===== config.mk =====
export PLATFORM = sky130hd
export DESIGN_NAME = cbctl_bridge_ctrl
export DESIGN_NICKNAME = d
export VERILOG_FILES = /design/src/common/cbctl_pkg.sv /design/src/design/cbctl_bridge_ctrl.sv /design/src/design/cbctl_func_regs.sv
export SDC_FILE = /design/constraint.sdc
export NUM_CORES = 1
export LEC_CHECK = 0
export ABC_AREA = 1
export BUFFER_PORTS_ARGS = -buffer_cell sky130_fd_sc_hd__buf_4
export CAP_MARGIN = 10
export CORE_ASPECT_RATIO = 1.25
export CORE_MARGIN = 3
export CORE_UTILIZATION = 40
export CTS_CLUSTER_SIZE = 12
export DETAILED_ROUTE_END_ITERATION = 16
export GPL_TIMING_DRIVEN = 0
export SLEW_MARGIN = 30
export SYNTH_ARGS = -nofsm -noshare
export SYNTH_HDL_FRONTEND = slang
export SYNTH_HIERARCHICAL = 1
export SYNTH_SLANG_ARGS = --single-unit

===== constraint.sdc =====
create_clock -name clk_i -period 2.6 [get_ports clk_i]
set_input_delay 0.13 -clock clk_i [delete_from_list [all_inputs] [get_ports clk_i]]
set_output_delay 0.13 -clock clk_i [all_outputs]
set_load 0.01 [all_outputs]

===== src/common/cbctl_pkg.sv =====
/*
 * Constants, types and decode helpers for the card bridge control registers.
 * Assumes a configuration port that presents one dword access per request.
 */
// Overview of operation
// posting bit 10 posts burst writes, per socket
// only burst writes are ever posted
// bit 9: window 1 prefetchable, reset one
// bit 8: window 0 prefetchable, reset one
// bit 7 routes card interrupts to legacy
// bit 6 drives card reset low
// primary reset input also drives card reset
// bit 5: master abort gives target abort
// bit 3 forwards VGA ranges to card
// bit 2 blocks upper 768 bytes per 1K
// bit 1 forwards card system error
// bit 0 enables card parity error drive
// bits 5,1,0 shared, written via function 0
// reserved control bits read zero
// control at 3Eh, resets to 0340h
// ident registers writable only when enabled
// idents at 40h and 42h, reset zero
// prefetch bits steer their memory windows
// function 1 reads function 0 globals
package cbctl_pkg;

    localparam logic [7:0]  OFF_BRIDGE_CTRL = 8'h3e;
    localparam logic [7:0]  OFF_SUBSYS_VID  = 8'h40;
    localparam logic [7:0]  OFF_SUBSYS_ID   = 8'h42;
    localparam logic [5:0]  DW_CTRL         = OFF_BRIDGE_CTRL[7:2];
    localparam logic [5:0]  DW_IDENT        = OFF_SUBSYS_VID[7:2];

    localparam int BIT_POST   = 10;
    localparam int BIT_PF1    = 9;
    localparam int BIT_PF0    = 8;
    localparam int BIT_IRQ    = 7;
    localparam int BIT_CRST   = 6;
    localparam int BIT_MABT   = 5;
    localparam int BIT_VGA    = 3;
    localparam int BIT_ISA    = 2;
    localparam int BIT_CSERR  = 1;
    localparam int BIT_CPERR  = 0;

    localparam logic [15:0] CTRL_RESET      = 16'h0340;
    localparam logic [15:0] CTRL_LOCAL_MASK = 16'h07cc;
    localparam logic [15:0] CTRL_GLOB_MASK  = 16'h0023;
    localparam logic [15:0] IDENT_RESET     = 16'h0000;

    localparam logic [31:0] VGA_MEM_FIRST   = 32'h000a_0000;
    localparam logic [31:0] VGA_MEM_LAST    = 32'h000b_ffff;
    localparam logic [9:0]  VGA_IO0_FIRST   = 10'h3b0;
    localparam logic [9:0]  VGA_IO0_LAST    = 10'h3bb;
    localparam logic [9:0]  VGA_IO1_FIRST   = 10'h3c0;
    localparam logic [9:0]  VGA_IO1_LAST    = 10'h3df;
    localparam logic [15:0] ISA_IO_PAGE     = 16'h0000;

    typedef struct packed {
        logic        req;
        logic        we;
        logic        func;
        logic [5:0]  dword;
        logic [3:0]  be;
        logic [31:0] wdata;
    } cbctl_cfg_s;

    typedef struct packed {
        logic [15:0] ctrl;
        logic [15:0] ssvid;
        logic [15:0] ssid;
    } cbctl_func_s;

    typedef struct packed {
        logic write_post_enable;
        logic mem_window1_prefetchable;
        logic mem_window0_prefetchable;
        logic legacy_irq_route_select;
        logic vga_forward_enable;
        logic isa_range_filter_enable;
    } cbctl_sock_s;

    typedef struct packed {
        logic master_abort_report_mode;
        logic card_syserr_forward_enable;
        logic card_parity_response_enable;
    } cbctl_glob_s;

    typedef struct packed {
        logic [31:0] rdata;
        logic        ack;
        logic [15:0] glob;
        logic [1:0]  card_reset_n;
        logic [1:0]  perr_n;
        logic        serr_n;
        logic [1:0]  tabort;
        logic [1:0]  vga;
        logic [1:0]  isab;
        logic [1:0]  post;
    } cbctl_top_s;

    // vga io decode uses 10 bits, so aliases above 1K hit as well
    function automatic logic vga_hit(input logic [31:0] a,
                                     input logic        is_io);
        logic [9:0] lo;
        lo = a[9:0];
        if (is_io)
            vga_hit = (lo >= VGA_IO0_FIRST && lo <= VGA_IO0_LAST) ||
                      (lo >= VGA_IO1_FIRST && lo <= VGA_IO1_LAST);
        else
            vga_hit = (a >= VGA_MEM_FIRST && a <= VGA_MEM_LAST);
    endfunction : vga_hit

    function automatic logic isa_block(input logic [31:0] a,
                                       input logic        is_io);
        isa_block = is_io && (a[31:16] == ISA_IO_PAGE) &&
                    (a[9:8] != 2'b00);
    endfunction : isa_block

endpackage : cbctl_pkg


===== src/design/cbctl_bridge_ctrl.sv =====
/*
 * Bridge control and subsystem ident registers for a two-socket card
 * bridge, with the socket-side effects of each control bit.
 * Assumes configuration requests and socket events are synchronous to
 * clk_i; the configuration port takes one dword access per request.
 */
`timescale 1ns/1ps
module cbctl_bridge_ctrl (
    input  wire logic                     clk_i,            // 10 MHz clock
    input  wire logic                     rst_i,            // async, high
    input  cbctl_pkg::cbctl_cfg_s         cfg_i,            // config request
    output logic [31:0]                   cfg_rdata_o,      // read data
    output logic                          cfg_ack_o,        // ack pulse
    input  wire logic [1:0]               ident_write_enable_i, // per func
    input  wire logic                     primary_reset_in_i, // passed reset
    input  wire logic                     serr_report_enable_i, // SERR en
    input  wire logic [1:0]               burst_write_i,    // burst write
    input  wire logic [1:0]               card_syserr_n_i,  // CSERR#, low
    input  wire logic [1:0]               card_parity_err_i, // parity err
    input  wire logic [1:0]               card_master_abort_i, // abort seen
    input  wire logic [31:0]              fwd_addr_i,       // decode addr
    input  wire logic                     fwd_is_io_i,      // io cycle
    output cbctl_pkg::cbctl_sock_s [1:0]  sock_ctl_o,       // socket ctrl
    output cbctl_pkg::cbctl_glob_s        glob_ctl_o,       // shared ctrl
    output logic [1:0]                    post_write_o,     // post this
    output logic [1:0]                    card_reset_n_o,   // CRST#, low
    output logic [1:0]                    card_perr_n_o,    // CPERR#, low
    output logic                          pci_serr_n_o,     // SERR#, low
    output logic [1:0]                    target_abort_o,   // target abort
    output logic [1:0]                    vga_claim_o,      // vga forward
    output logic [1:0]                    isa_block_o       // isa blocked
);

    ////////////////////////////////////////////////////////////////////////
    // per-function copies

    cbctl_pkg::cbctl_func_s [1:0] fr;
    cbctl_pkg::cbctl_top_s        q, d;

    for (genvar g = 0; g < 2; g++) begin : g_func
        cbctl_func_regs u_regs (
            .clk_i    (clk_i),
            .rst_i    (rst_i),
            .wr_i     (cfg_i.req && cfg_i.we && (cfg_i.func == 1'(g))),
            .dword_i  (cfg_i.dword),
            .be_i     (cfg_i.be),
            .wdata_i  (cfg_i.wdata),
            .id_wen_i (ident_write_enable_i[g]),
            .regs_o   (fr[g])
        );
    end

    ////////////////////////////////////////////////////////////////////////
    // next state

    always_comb begin
        logic [15:0] ctrl_rd;
        logic        serr;
        ctrl_rd = 16'h0000;
        serr    = 1'b0;
        d       = q;
        d.ack   = cfg_i.req;
        d.rdata = 32'h0000_0000;

        // shared bits live only here; function 1 reads them too
        ctrl_rd = fr[cfg_i.func].ctrl | q.glob;
        if (cfg_i.req && !cfg_i.we) begin
            case (cfg_i.dword)
                cbctl_pkg::DW_CTRL:
                    d.rdata = {ctrl_rd, 16'h0000};
                cbctl_pkg::DW_IDENT:
                    d.rdata = {fr[cfg_i.func].ssid,
                               fr[cfg_i.func].ssvid};
                default:
                    d.rdata = 32'h0000_0000;
            endcase
        end

        // writes through function 1 never reach the shared bits
        if (cfg_i.req && cfg_i.we && !cfg_i.func &&
            cfg_i.dword == cbctl_pkg::DW_CTRL && cfg_i.be[2]) begin
            d.glob[7:0] = cfg_i.wdata[23:16] &
                          cbctl_pkg::CTRL_GLOB_MASK[7:0];
        end

        for (int s = 0; s < 2; s++) begin
            d.card_reset_n[s] = !(fr[s].ctrl[cbctl_pkg::BIT_CRST]
                                  || primary_reset_in_i);
            d.perr_n[s] = !(q.glob[cbctl_pkg::BIT_CPERR] &&
                            card_parity_err_i[s]);
            d.tabort[s] = q.glob[cbctl_pkg::BIT_MABT] &&
                          card_master_abort_i[s];
            d.post[s]   = fr[s].ctrl[cbctl_pkg::BIT_POST] &&
                          burst_write_i[s];
            d.vga[s]    = fr[s].ctrl[cbctl_pkg::BIT_VGA] &&
                          cbctl_pkg::vga_hit(fwd_addr_i, fwd_is_io_i);
            d.isab[s]   = fr[s].ctrl[cbctl_pkg::BIT_ISA] &&
                          cbctl_pkg::isa_block(fwd_addr_i,
                                               fwd_is_io_i);
            if (q.glob[cbctl_pkg::BIT_CSERR] && !card_syserr_n_i[s]) begin
                serr = 1'b1;
            end
            // an unreported abort stays silent on SERR# as well
            if (q.glob[cbctl_pkg::BIT_MABT] && serr_report_enable_i &&
                card_master_abort_i[s]) begin
                serr = 1'b1;
            end
        end
        d.serr_n = !serr;
    end

    always_ff @(posedge clk_i or posedge rst_i) begin
        if (rst_i) begin
            q.rdata        <= 32'h0000_0000;
            q.ack          <= 1'b0;
            q.glob         <= cbctl_pkg::CTRL_RESET &
                              cbctl_pkg::CTRL_GLOB_MASK;
            q.card_reset_n <= 2'b00;
            q.perr_n       <= 2'b11;
            q.serr_n       <= 1'b1;
            q.tabort       <= 2'b00;
            q.vga          <= 2'b00;
            q.isab         <= 2'b00;
            q.post         <= 2'b00;
        end else begin
            q <= d;
        end
    end

    ////////////////////////////////////////////////////////////////////////
    // outputs

    always_comb begin
        for (int s = 0; s < 2; s++) begin
            sock_ctl_o[s].write_post_enable =
                fr[s].ctrl[cbctl_pkg::BIT_POST];
            // window hit logic downstream picks prefetch per window
            sock_ctl_o[s].mem_window1_prefetchable =
                fr[s].ctrl[cbctl_pkg::BIT_PF1];
            sock_ctl_o[s].mem_window0_prefetchable =
                fr[s].ctrl[cbctl_pkg::BIT_PF0];
            sock_ctl_o[s].legacy_irq_route_select =
                fr[s].ctrl[cbctl_pkg::BIT_IRQ];
            sock_ctl_o[s].vga_forward_enable =
                fr[s].ctrl[cbctl_pkg::BIT_VGA];
            sock_ctl_o[s].isa_range_filter_enable =
                fr[s].ctrl[cbctl_pkg::BIT_ISA];
        end
    end

    assign glob_ctl_o.master_abort_report_mode =
        q.glob[cbctl_pkg::BIT_MABT];
    assign glob_ctl_o.card_syserr_forward_enable =
        q.glob[cbctl_pkg::BIT_CSERR];
    assign glob_ctl_o.card_parity_response_enable =
        q.glob[cbctl_pkg::BIT_CPERR];

    assign cfg_rdata_o    = q.rdata;
    assign cfg_ack_o      = q.ack;
    assign post_write_o   = q.post;
    assign card_reset_n_o = q.card_reset_n;
    assign card_perr_n_o  = q.perr_n;
    assign pci_serr_n_o   = q.serr_n;
    assign target_abort_o = q.tabort;
    assign vga_claim_o    = q.vga;
    assign isa_block_o    = q.isab;
endmodule : cbctl_bridge_ctrl


===== src/design/cbctl_func_regs.sv =====
/*
 * Per-function register copy: local control bits and the two ident words.
 * Assumes the parent decodes the function number and drives wr_i.
 */
`timescale 1ns/1ps
module cbctl_func_regs (
    input  wire logic                  clk_i,    // 10 MHz clock
    input  wire logic                  rst_i,    // async reset, high
    input  wire logic                  wr_i,     // write to this function
    input  wire logic [5:0]            dword_i,  // dword index
    input  wire logic [3:0]            be_i,     // byte enables, high
    input  wire logic [31:0]           wdata_i,  // write data
    input  wire logic                  id_wen_i, // ident write enable
    output cbctl_pkg::cbctl_func_s     regs_o    // registered copy
);

    cbctl_pkg::cbctl_func_s q, d;

    always_comb begin
        d = q;
        if (wr_i && dword_i == cbctl_pkg::DW_CTRL) begin
            // masks keep reserved and global bits at zero here
            if (be_i[2]) begin
                d.ctrl[7:0] = wdata_i[23:16] &
                              cbctl_pkg::CTRL_LOCAL_MASK[7:0];
            end
            if (be_i[3]) begin
                d.ctrl[15:8] = wdata_i[31:24] &
                               cbctl_pkg::CTRL_LOCAL_MASK[15:8];
            end
        end
        if (wr_i && id_wen_i && dword_i == cbctl_pkg::DW_IDENT) begin
            if (be_i[0]) d.ssvid[7:0]  = wdata_i[7:0];
            if (be_i[1]) d.ssvid[15:8] = wdata_i[15:8];
            if (be_i[2]) d.ssid[7:0]   = wdata_i[23:16];
            if (be_i[3]) d.ssid[15:8]  = wdata_i[31:24];
        end
    end

    always_ff @(posedge clk_i or posedge rst_i) begin
        if (rst_i) begin
            q.ctrl  <= cbctl_pkg::CTRL_RESET;
            q.ssvid <= cbctl_pkg::IDENT_RESET;
            q.ssid  <= cbctl_pkg::IDENT_RESET;
        end else begin
            q <= d;
        end
    end

    assign regs_o = q;
endmodule : cbctl_func_regs


Yosys cells after proc, flatten, opt, wreduce, memory -nomap -nowiden
Index checks and enable logic that the tools add are counted.
Widths: inputs -> output; s select.
{ "totals": {"reg_bits": 127, "in_bits": 92, "output_inout_bits": 61, "word_cells": 101} }
{ "op_classes": {"n_lt_le_gt_ge": 7, "n_eq_ne": 2, "n_mux": 9, "bitwise": 2, "reduce_logical": 59} }
{ "op_table": {"columns": ["op", "n"], "rows": [
  ["$pmux 32 s2", 1],
  ["$mux 48", 1],
  ["$mux 43", 1],
  ["$logic_and 1x1->1", 33],
  ["$ge 32x20->1 const B", 1],
  ["$le 32x20->1 const B", 1],
  ["$mux 32", 1],
  ["$reduce_and 2->1", 12],
  ["$ge 10x10->1 const B", 2],
  ["$le 10x10->1 const B", 2],
  ["$logic_not 16->1", 1],
  ["$or 16x6->16", 1],
  ["$logic_not 1->1", 9],
  ["$eq 6x4->1 const B", 1],
  ["$eq 6x5->1 const B", 1],
  ["$mux 1", 5],
  ["$logic_or 1x1->1", 3],
  ["$lt 1x2->1 const B", 1],
  ["$reduce_bool 2->1", 1],
  ["$not 1->1", 1]
]} }

Longest topological paths before layout
Gate-level depths: netlist (run 1).
{ "logic_depth": {"depth_word": 7, "depth_mapped": 11, "ltp_nobuf": 8} }

By module
Netlist (run 1), hierarchy kept.
{ "modules_own_cells": {"columns": ["mod", "n_inst", "cells_per_inst", "area_per_inst_um2"], "rows": [
  ["cbctl_func_regs", 2, 204, 1780.5],
  ["cbctl_bridge_ctrl", 1, 284, 2517.4]
]} }

Least setup slack after synthesis (run 1)
Ideal clock, no wire load.
{ "synth_timing": {"path_type": "in2reg", "start": "in cfg_i[42] in the netlist's numbering", "end": "reg g_func[1].u_regs.q (netlist bit g_func[1].u_regs/regs_o[0])", "arrival_ps": 1301, "slack_ps": 1182, "cell_stages": 9, "path_buffers": 2, "path_cell_list": "buf_6 inv_2 buf_2 nor3_1 nand2_1 nor2_2 nand3_2 nand2_1 nand2_1"} }
{ "synth_between": {"elab_chain_cells": 4} }
{ "synth_rtl": {"columns": ["element", "line", "rtl"], "rows": [
  ["start: declaration", "cbctl_bridge_ctrl.sv:11", "input cbctl_pkg::cbctl_cfg_s cfg_i,"],
  ["$logic_and 1x1->1", "cbctl_bridge_ctrl.sv:44", ".wr_i (cfg_i.req && cfg_i.we && (cfg_i.func == 1'(g))),"],
  ["$logic_and 1x1->1 (2 in a row)", "cbctl_func_regs.sv:32", "if (wr_i && id_wen_i && dword_i == cbctl_pkg::DW_IDENT) begin"],
  ["$reduce_and 2->1 (no line)", null, null],
  ["end: declaration", "cbctl_func_regs.sv:17", "cbctl_pkg::cbctl_func_s q, d;"]
]} }
Every way passes these cells.
A chain may end at the register's enable or synchronous reset.

Worst setup path after layout (run 1)
{ "layout_timing": {"start": "in cfg_i[44] in the netlist's numbering", "end": "reg g_func[0].u_regs.q (netlist bit g_func[0].u_regs/regs_o[2])"} }
{ "layout_between": {"elab_chain_cells": 5} }
{ "layout_rtl": {"columns": ["element", "line"], "rows": [
  ["$logic_and 1x1->1 (2 in a row)", "cbctl_bridge_ctrl.sv:44"],
  ["$logic_and 1x1->1 (2 in a row)", "cbctl_func_regs.sv:32"],
  ["$reduce_and 2->1 (no line)", null],
  ["end: declaration", "cbctl_func_regs.sv:17"]
]} }
Every way passes these cells.

==> results of run 1 <==
kinds of logic (layout without fill, tap and decap cells):
| group | count (synthesis) | count (layout) | share of synthesized area [%] |
|---|---|---|---|
| muxes | 16 | 16 | 2.63 |
| other | 2 | 18 | 0.124 |
| DFF | 127 | 127 | 52.5 |
| and+or+nand+nor | 415 | 415 | 30.7 |
| AOI/OAI and AO/OA | 51 | 51 | 6.05 |
| buffers and inverters | 81 | 299 | 8.07 |
power groups by stage:
stage	clock network (uW)	logic [uW]	registers [uW]
finish	2430	444	2020
global placement	0	374	2060
floorplan	0	178	2060
CTS	2470	446	2020
global route	2550	486	2030
detailed placement	0	395	2060
worst max-delay path: cells and delay by family:
family | cells | cell delay [ns]
buffers and inverters | 3 | 0.73
and+or+nand+nor | 6 | 1.29
timing repair:
action	CTS	global route
gates resized for setup	0	0
hold buffers	42	0
endpoints found under the hold margin	158	0
buffers inserted	0	0
per-stage QoR:
step	utilization (%)	area (um^2)	setup WS [ns]	hold slack (ns)	power, uW
6_report	58.2	8520	0.737	0.0200	4900
5_1_grt	58.2	8520	0.642	0.0157	5060
4_1_cts	58.2	8520	0.759	0.00719	4940
3_5_place_dp	51.1	7490	0.757	0.119	2450
3_3_place_gp	50.6	7420	0.465	0.257	2430
2_1_floorplan	-	6140	1.18	0.161	2240
metal layers:
layer / wire, um / share of wire (%)
met2: 9410 / 53
met1: 7030 / 40
met3: 949 / 5.4
met5: 0 / 0
met4: 260 / 1.5
worst paths after layout:
kind	cells past startpoint	slack, ns	endpoint
max	9	0.74	g_func[0].u_regs/regs_o[2]$_DFFE_PP0P_
min	3	0.02	g_func[1].u_regs/regs_o[7]$_DFFE_PP0P_
max reg2reg	4	1.28	pci_serr_n_o$_DFF_PP1_
min reg2reg	2	0.47	g_func[1].u_regs/regs_o[27]$_DFFE_PP0P_
max in group asynchronous	4	1.67	g_func[0].u_regs/regs_o[41]$_DFFE_PP1P_
min in group asynchronous	3	0.25	cfg_rdata_o[0]$_DFF_PP0_
cell usage in the layout (no fill, tap or decap), types with 2 or more instances in the layout:
master,count
dfrtp_1,118
a21oi_2,16
clkinv_4,2
buf_4,162
dfstp_2,9
clkbuf_16,17
clkinvlp_4,2
inv_1,23
clkbuf_8,3
nor2_2,6
buf_12,2
o21ai_2,14
inv_2,10
nor2_4,4
o21ai_0,4
clkinv_2,2
nor2_1,22
nand4_1,20
conb_1,18
nand2_1,267
nor3_1,4
nand3_1,71
nand3_2,13
dlygate4sd3_1,42
clkbuf_1,3
buf_2,14
a21oi_1,17
mux2i_1,16
bufinv_16,3
buf_6,12
nand2_2,4
cell usage after synthesis, drive strengths merged:
| cell | count | share of area [%] |
|---|---|---|
| a21oi | 33 | 3.7 |
| and2 | 1 | 0.10 |
| buf | 47 | 6.0 |
| conb | 2 | 0.12 |
| dfrtp | 118 | 49 |
| dfstp | 9 | 3.9 |
| inv | 34 | 2.1 |
| mux2i | 16 | 2.6 |
| nand2 | 271 | 17 |
| nand3 | 84 | 8.0 |
| nand3b | 1 | 0.12 |
| nand4 | 20 | 2.1 |
| nor2 | 32 | 2.7 |
| nor3 | 6 | 0.76 |
| o21ai | 18 | 2.3 |
flip-flops by register name, summed over array words and instances (netlist names):
register / count
post_write_o: 2
card_perr_n_o: 2
vga_claim_o: 2
pci_serr_n_o: 1
card_reset_n_o: 2
isa_block_o: 2
glob_ctl_o: 3
cfg_rdata_o: 32
g_func.u_regs/regs_o: 78
cfg_ack_o: 1
target_abort_o: 2
cell type report:
type / count / area, um^2
tap: 178 / 223
buffer: 47 / 363
inverter: 34 / 130
fill: 1313 / 6130
clock inverter: 9 / 133
sequential: 127 / 3190
multi-input combinational: 500 / 2460
clock buffer: 23 / 478
timing repair buffer: 186 / 1550
==> run_results.csv, run 1 <==
group,metric,value,unit
run_status,outcome,"finished, final reports clean",
worst_setup_path,cp-start-kind,"input pin",
pwr,power_density,575,nW/um^2
detailed_routing,ant_nets,0,
detailed_routing,drc,0,
timing,max_freq,0.537,GHz
place,placed_cells,1030,
final_layout,synthToLayoutAreaGrowth,40.2,%
worst_setup_path,slowest_stage,"dlygate4sd3_1",
place,port_buffers,141,
pwr,ir_drop,0.401,mV
pwr,seqPwrFrac,41.3,%
cts,clk_path_buf_depth,2,
place,place_hpwl,12600,um
pwr,power.leakage,0.00442,uW
global_routing,grtUsageMet2,38.9,%
worst_setup_path,cp_common_cell,"nand2_1",
detailed_routing,firstDrtPassIters,5,
timing,min_period,1.86,ns
cts,clk_pin_slew_worst_paths,0.05,ns
detailed_routing,drt-initial-drc-count,227,
timing,finalSetupViolations,0,
floorplanning,fp.dieArea,16700,um^2
cts,numCtsBuffers,17,
worst_setup_path,crit_fanout,8,
synth,synthCells,692,
global_routing,grtUsageMet1,25.0,%
worst_setup_path,cp_data_arrival_time,2.15,ns
floorplanning,ios,153,
timing,drv_slew,0,
synth,ys_warn_count,6,
cts,cts_tree,"built",
worst_setup_path,r2r-start,"glob_ctl_o[2]$_DFFE_PP0P_",
pwr,power.internal,3800,uW
synth,yosysSeqAreaShare,52.5,%
floorplanning,die_height,144,um
cts,clk_latency,0.41,ns
global_routing,antenna_found_initial,0,
timing,skew,0.00513,ns
detailed_routing,viasPerCell,4.94,
floorplanning,rows,49,
pwr,p_sw_share,22.3,%
detailed_routing,wire_per_inst,16.0,um
global_routing,grt_pass1_wl,27700,um
worst_setup_path,cp_cell_sequence,"dlygate4sd3_1 > buf_4 > inv_1 > nor3_4 > nand2_1 > nor2_2 > nand3_2 > nand2_1 > nand2_1",
detailed_routing,vias,5449,
timing,fin_crit_sh,71.6,%
final_layout,antennaDiodeCount,0,
worst_setup_path,cpPeakStageDelay,0.53,ns
global_routing,grt_overflow,0,
pwr,pwr-share-clk,49.6,%
detailed_routing,routed_wl,17600,um
pwr,switchingPower,1090,uW
worst_setup_path,startpoint,"cfg_i[44]",
timing,maxSlewHeadroom,64.1,%
synth,ys_seq_elements,127,
timing,finalHoldViolCount,0,
global_routing,grt_util_met3,4.25,%
synth,avgSynthCellArea,8.78,um^2
synth,ys_types,26,
final_layout,fin_nets,1005,
cts,root_buffer,"clkbuf_16",
final_layout,final_cells,1104,
cts,clkSinkCount,127,
job,maxCapViolCount,0,
final_layout,drive_above_1_share,32.3,%
pwr,p_comb_share,9.1,%
global_routing,grtUsageTotal,21.6,%
global_routing,grt-busiest-layer,"met2",
worst_setup_path,cp.required,2.88,ns
min_path,min_from,"cfg_i[23]",
floorplanning,core_area,14700,um^2
floorplanning,die_width,116,um
min_path,hp-class,"in2reg",
cts,htree_num_levels,4,
synth,synth_area,6080,um^2
global_routing,grt_pass1_vias,5504,
timing,setup_tns,0,ns
worst_setup_path,endpoint_kind,"register",
timing,worstMarginPinSlew,0.537,ns
global_routing,grt_max_degree,33,
timing,rsz0062_at_grt,"false",
place,gp_congestion,0.833,
floorplanning,start_util,41.5,%
worst_setup_path,crit_type,"in2reg",
No activity file was read; power rests on OpenSTA's default activity.
==> run 2: changes to the inputs <==
==> constraint.sdc (replaced) <==
create_clock -name clk_i -period 1.79 [get_ports clk_i]
set_input_delay 0.0895 -clock clk_i [delete_from_list [all_inputs] [get_ports clk_i]]
set_output_delay 0.0895 -clock clk_i [all_outputs]
set_load 0.01 [all_outputs]
==> run 2 against run 1 <==
  * Final cell count up 0.54%
  * Sequential cell count is the same
  * Via count up 0.35%
  * Combinational power up 48%
  * Critical path depth unchanged
  * Worst hold slack got worse by 0.0011 ns
  * Power increased by 45%
  * Largest power group unchanged
==> run_results.csv, run 2 (synthesis results as in run 1) <==
group,metric,value,unit
floorplanning,start_util,41.5,%
place,place_hpwl,12600,um
detailed_routing,firstDrtPassIters,4,
global_routing,grt_overflow,0,
global_routing,grt_max_degree,33,
final_layout,antennaDiodeCount,0,
floorplanning,rows,49,
detailed_routing,viasPerCell,4.93,
detailed_routing,drc,0,
cts,clk_path_buf_depth,2,
run_status,outcome,"finished, final reports clean",
detailed_routing,drt-initial-drc-count,192,
place,gp_congestion,0.833,
worst_setup_path,cp-start-kind,"input pin",
timing,rsz0062_at_grt,"false",
worst_setup_path,reg2regPathDepth,4,
pwr,p_comb_share,9.2,%
cts,root_buffer,"clkbuf_16",
timing,max_freq,0.712,GHz
worst_setup_path,cp.required,2.08,ns
floorplanning,die_width,116,um
global_routing,grt_pass1_vias,5566,
cts,clk_latency,0.41,ns
timing,finalHoldViolCount,0,
detailed_routing,routed_wl,17700,um
cts,htree_num_levels,4,
floorplanning,ios,153,
worst_setup_path,cp_data_arrival_time,1.69,ns
timing,min_period,1.40,ns
floorplanning,die_height,144,um
final_layout,fin_nets,1011,
cts,holdBufCountCts,48,
pwr,power_density,830,nW/um^2
worst_setup_path,crit_fanout,10,
timing,finalSetupViolations,0,
global_routing,grtUsageTotal,21.7,%
place,port_buffers,141,
worst_setup_path,rrSetupSlack,0.47,ns
cts,post_cts_resized,0,
detailed_routing,wire_per_inst,16.0,um
worst_setup_path,worstSetupEndpoint,"g_func[1].u_regs/regs_o[0]$_DFFE_PP0P_",
cts,clkSinkCount,127,
timing,fin_crit_sh,78.4,%
final_layout,layout_commonest_cell,"nand2_1",
final_layout,synthToLayoutAreaGrowth,41.2,%
worst_setup_path,startpoint,"cfg_i[42]",
floorplanning,core_area,14700,um^2
pwr,seqPwrFrac,41.3,%
detailed_routing,vias,5468,
timing,skew,0.00632,ns
cts,clk_pin_slew_worst_paths,0.06,ns
worst_setup_path,endpoint_kind,"register",
job,maxCapViolCount,0,
final_layout,utilization,58.6,%
final_layout,final_cell_mix,"267 x nand2_1, 162 x buf_4, 118 x dfrtp_1",
worst_setup_path,crit_type,"in2reg",
cts,cts_tree,"built",
min_path,hp-class,"in2reg",
global_routing,antenna_found_initial,0,
place,placed_cell_area,7490,um^2
cts,numCtsBuffers,17,
final_layout,largest_register_ffs,78,
cts,cts_setup_buffers,0,
pwr,power.leakage,0.00445,uW
pwr,fin_total_pwr,7120,uW
floorplanning,fp.dieArea,16700,um^2
pwr,power.internal,5530,uW
global_routing,grt_pass1_wl,27900,um
pwr,pwr-share-clk,49.5,%
detailed_routing,ant_nets,0,
final_layout,fill_cells,1306,
worst_setup_path,r2r-end,"pci_serr_n_o$_DFF_PP1_",
pwr,p_sw_share,22.3,%
timing,maxSlewHeadroom,64.0,%
timing,drv_slew,0,
worst_setup_path,r2r-start,"glob_ctl_o[2]$_DFFE_PP0P_",
timing,worstMarginPinSlew,0.539,ns
pwr,ir_drop,0.579,mV
final_layout,stdcell_area,8580,um^2
pwr,switchingPower,1590,uW
final_layout,drive_above_1_share,32.1,%
==> run 2: cell count changes in the layout (fill, tap and decap cells not counted), sizes merged <==
cell,change
dlygate4sd3,+6
==> run 2: layout make-up <==
class	instances	area [um^2]	share of cell area, %
clock buffer	23	478	5.57
tap	178	223	2.60
sequential	127	3190	37.2
buffer	47	363	4.23
inverter	34	130	1.52
timing repair buffer	192	1610	18.7
multi-input combinational	500	2460	28.7
clock inverter	9	133	1.55
==> run 2: worst max-delay path, cell delays in order <==
cell and delay [ns]:
buf_6 0.12, inv_2 0.06, buf_2 0.19, nor3_1 0.26
nand2_1 0.14, nor2_2 0.33, nand3_2 0.30, nand2_1 0.14
nand2_1 0.06
==> run 2: worst min-delay path by stage <==
stage	startpoint	end	cells past startpoint
after floorplan	cfg_i[44]	cfg_ack_o$_DFF_PP0_	0
after global placement	card_parity_err_i[1]	card_perr_n_o[1]$_DFF_PP1_	2
after detailed placement	rst_i	cfg_rdata_o[4]$_DFF_PP0_	2
after CTS	cfg_i[34]	g_func[1].u_regs/regs_o[38]$_DFFE_PP1P_	3
after global routing	cfg_i[34]	g_func[0].u_regs/regs_o[38]$_DFFE_PP1P_	3
final	cfg_i[34]	g_func[1].u_regs/regs_o[38]$_DFFE_PP1P_	3
==> run 2: per-stage QoR <==
step           TNS [ns]  hold slack, ns  instances  setup WS, ns
2_1_floorplan         0           0.121        708         0.413
3_3_place_gp     -13.82           0.216       1027        -0.305
3_5_place_dp    -0.0467          0.0786       1030       -0.0130
4_1_cts               0         0.00715       1110         0.398
5_1_grt               0          0.0185       1110         0.224
6_report              0          0.0190       1110         0.386
==> run 2: power by group through the flow <==
stage | Clock, uW | Sequential [uW] | Combinational [uW]
final | 3530 | 2940 | 655
after global placement | 0 | 2990 | 543
after global routing | 3700 | 2940 | 717
after CTS | 3580 | 2940 | 658
after floorplan | 0 | 2990 | 258
after detailed placement | 0 | 2990 | 573
==> run 2: layer usage <==
metal / up-vias / routed length, um / global-route usage, %
met4: 0 / 385 / 7.88
met2: 176 / 9330 / 39.5
met1: 2610 / 6990 / 25.0
met5: - / 0 / 0
met3: 24 / 1030 / 4.25
li1: 2658 / - / -
==> run 3: changes to the inputs <==
--- a/config.mk
+++ b/config.mk
@@ -5,7 +5,7 @@
 export SDC_FILE = /design/constraint.sdc
 export NUM_CORES = 1
 export LEC_CHECK = 0
-export ABC_AREA = 1
+export ABC_AREA = 0
 export BUFFER_PORTS_ARGS = -buffer_cell sky130_fd_sc_hd__buf_4
 export CAP_MARGIN = 10
 export CORE_ASPECT_RATIO = 1.25
@@ -14,6 +14,7 @@
 export CTS_CLUSTER_SIZE = 12
 export DETAILED_ROUTE_END_ITERATION = 16
 export GPL_TIMING_DRIVEN = 0
+export PLACE_DENSITY = 0.66
 export SLEW_MARGIN = 30
 export SYNTH_ARGS = -nofsm -noshare
 export SYNTH_HDL_FRONTEND = slang
==> constraint.sdc (replaced) <==
create_clock -name clk_i -period 1.2 [get_ports clk_i]
set_input_delay 0.06 -clock clk_i [delete_from_list [all_inputs] [get_ports clk_i]]
set_output_delay 0.06 -clock clk_i [all_outputs]
set_load 0.01 [all_outputs]
==> run 3 against run 2 <==
  * Sequential share of layout area increased by 2.3 points
  * Setup slack got worse by 0.38 ns
  * Non-clock buffer count decreased by 3
  * Largest power group unchanged
  * First-iteration DRC count decreased by 39%
  * Clock power increased by 29%
  * Worst hold slack improved by 0.037 ns
  * Via count decreased by 27%
  * Sequential power increased by 49%
  * Clock-buffer cell count increased by 3
  * Largest cell class unchanged
  * Final cell count decreased by 26%
==> run_results.csv, run 3 <==
group,metric,value,unit
run_status,outcome,"finished, final reports clean",
global_routing,antenna_found_initial,0,
timing,maxSlewHeadroom,48.7,%
final_layout,final_cell_mix,"162 x buf_4, 118 x dfrtp_1, 77 x mux2_2",
pwr,power_density,1210,nW/um^2
job,maxCapViolCount,0,
worst_setup_path,cp-start-kind,"input pin",
detailed_routing,drt-initial-drc-count,117,
worst_setup_path,cp.required,1.47,ns
global_routing,grt_overflow,0,
synth,ys_types,37,
worst_setup_path,r2r-end,"pci_serr_n_o$_DFF_PP1_",
worst_setup_path,reg2regPathDepth,3,
synth,synth_commonest_cells,"118 x dfrtp_1, 78 x mux2_2, 45 x mux2i_1",
worst_setup_path,worstSetupEndpoint,"g_func[0].u_regs/regs_o[4]$_DFFE_PP0P_",
cts,cts_tree,"built",
synth,ys_seq_elements,127,
detailed_routing,drc,0,
cts,clkSinkCount,127,
worst_setup_path,r2r-start,"glob_ctl_o[2]$_DFFE_PP0P_",
cts,clk_latency,0.40,ns
pwr,ir_drop,0.700,mV
synth,synthTopCellsByArea,"dfrtp_1 54%, mux2_2 16%, mux2i_1 8.3%",
floorplanning,core_area,13300,um^2
detailed_routing,firstDrtPassIters,4,
floorplanning,ios,153,
synth,synth_top_area_share,54.2,%
worst_setup_path,endpoint_kind,"register",
synth,synthArstFlopShare,100,%
timing,drv_slew,0,
floorplanning,rows,47,
cts,htree_num_levels,4,
timing,finalSetupViolations,0,
synth,ys_warn_count,6,
synth,synth_top_area_cell,"dfrtp_1",
timing,fin_ws,0.00766,ns
cts,clk_path_buf_depth,2,
synth,synthCells,391,
timing,skew,0.00868,ns
cts,root_buffer,"clkbuf_16",
floorplanning,fp.dieArea,15100,um^2
synth,synth_edf_count,0,
synth,avgSynthCellArea,13.9,um^2
synth,synth_area,5450,um^2
worst_setup_path,crit_fanout,8,
final_layout,largest_register_ffs,78,
timing,finalHoldViolCount,0,
timing,fin_crit_sh,99.4,%
place,preCtsSetupSlack,-0.738,ns
place,gp_congestion,0.756,
detailed_routing,viasPerCell,4.88,
final_layout,drive_above_1_share,47.9,%
final_layout,final_cells,816,
global_routing,grt_pass1_wl,22000,um
timing,worstMarginPinSlew,0.769,ns
cts,numCtsBuffers,17,
worst_setup_path,rrSetupSlack,0.26,ns
timing,max_freq,0.839,GHz
place,port_buffers,143,
pwr,power.leakage,0.00409,uW
worst_setup_path,crit_type,"in2reg",
global_routing,grt_pass1_vias,4333,
global_routing,grtUsageTotal,19.4,%
place,place_hpwl,9690,um
detailed_routing,wire_per_inst,16.7,um
pwr,fin_total_pwr,9820,uW
final_layout,fin_nets,724,
final_layout,synthToLayoutAreaGrowth,48.3,%
place,placed_cells,724,
final_layout,antennaDiodeCount,0,
floorplanning,die_height,136,um
global_routing,grt_max_degree,27,
cts,clk_pin_slew_worst_paths,0.05,ns
final_layout,fill_cells,1104,
synth,post-synth-top-count-cell,"dfrtp_1",
final_layout,layout_commonest_cell,"buf_4",
detailed_routing,ant_nets,0,
floorplanning,start_util,41.0,%
synth,synth_ff_type,"dfrtp_1",
timing,min_period,1.19,ns
worst_setup_path,startpoint,"cfg_i[44]",
synth,yosysSeqAreaShare,58.5,%
detailed_routing,routed_wl,13600,um
min_path,hp-class,"in2reg",
timing,rsz0062_at_grt,"true",
detailed_routing,vias,3979,
floorplanning,die_width,110,um
worst_setup_path,cp_data_arrival_time,1.47,ns
timing,setup_tns,0,ns
[run 3: cell count changes in the layout (fill, tap and decap cells not counted), sizes merged, moves of 29 or more]
cell / previous run / this run
nand2: 271 / 11
mux2: 0 / 81
nand3: 84 / 16
a21oi: 33 / 1
inv: 34 / 2
mux2i: 16 / 45
[run 3: worst min path at each step]
stage,start,endpoint,slack (ns),cells after the start
after floorplan,rst_i,card_reset_n_o[0]$_DFF_PP0_,0.09,1
after global placement,card_parity_err_i[1],card_perr_n_o[1]$_DFF_PP1_,0.19,2
after detailed placement,rst_i,g_func[1].u_regs/regs_o[21]$_DFFE_PP0P_,0.12,2
after CTS,fwd_addr_i[4],vga_claim_o[0]$_DFF_PP0_,0.04,5
after global routing,fwd_addr_i[4],vga_claim_o[0]$_DFF_PP0_,0.07,5
final,fwd_addr_i[4],vga_claim_o[0]$_DFF_PP0_,0.06,5
[run 3: power by group]
part | internal [uW] | leakage (uW) | switching (uW) | total (uW)
logic | 513 | 0.00210 | 375 | 888
registers | 4350 | 0.00173 | 33.0 | 4390
clock network | 2840 | 0.000260 | 1700 | 4540
[run 3: layout make-up]
| class | count | area [um^2] | share of cell area, % |
|---|---|---|---|
| tap | 171 | 214 | 2.65 |
| clock inverter | 6 | 35.0 | 0.434 |
| sequential | 127 | 3190 | 39.5 |
| multi-input combinational | 247 | 2170 | 26.9 |
| inverter | 3 | 15.0 | 0.186 |
| timing repair buffer | 208 | 1750 | 21.7 |
| buffer | 28 | 205 | 2.54 |
| clock buffer | 26 | 499 | 6.18 |
[run 3: kinds of logic after synthesis]
logic type / after synthesis / share of synthesized area (%)
DFF: 127 / 58.5
muxes: 126 / 25.0
and+or+nand+nor: 77 / 9.46
buffers and inverters: 33 / 3.63
AOI/OAI and AO/OA: 26 / 3.22
other: 2 / 0.138
[run 3: timing repair]
item | 4_1_cts | 5_1_grt
gates resized for setup | 4 | 6
pin swaps | 0 | 0
buffers inserted | 2 | 0
hold endpoints to repair | 149 | 0
endpoints found under the setup margin | 32 | 70
cloned | 0 | 0
hold buffers | 60 | 0
[run 3: worst max-delay path, stage by stage]
cell	delay [ns]
buf_4	0.09
nand2_1	0.04
nor2_1	0.16
nor4b_4	0.41
nand3_2	0.33
mux2_2	0.37
[run 3: metal layers]
layer  global-route usage [%]  vias up  routed length (um)
li1                         -     1861                   -
met1                     22.9     1993                5450
met2                     33.7      103                7320
met3                     5.13       22                 605
met4                     6.64        0                 265
met5                        0        -                   0
[run 3: through the flow]
step | hold WS (ns) | cell area [um^2] | utilization, %
after global routing | 0.0687 | 8080 | 60.8
after floorplan | 0.0914 | 5560 | -
after global placement | 0.187 | 6850 | 51.5
after CTS | 0.0400 | 8070 | 60.7
after detailed placement | 0.123 | 6910 | 52.0
final | 0.0557 | 8080 | 60.8
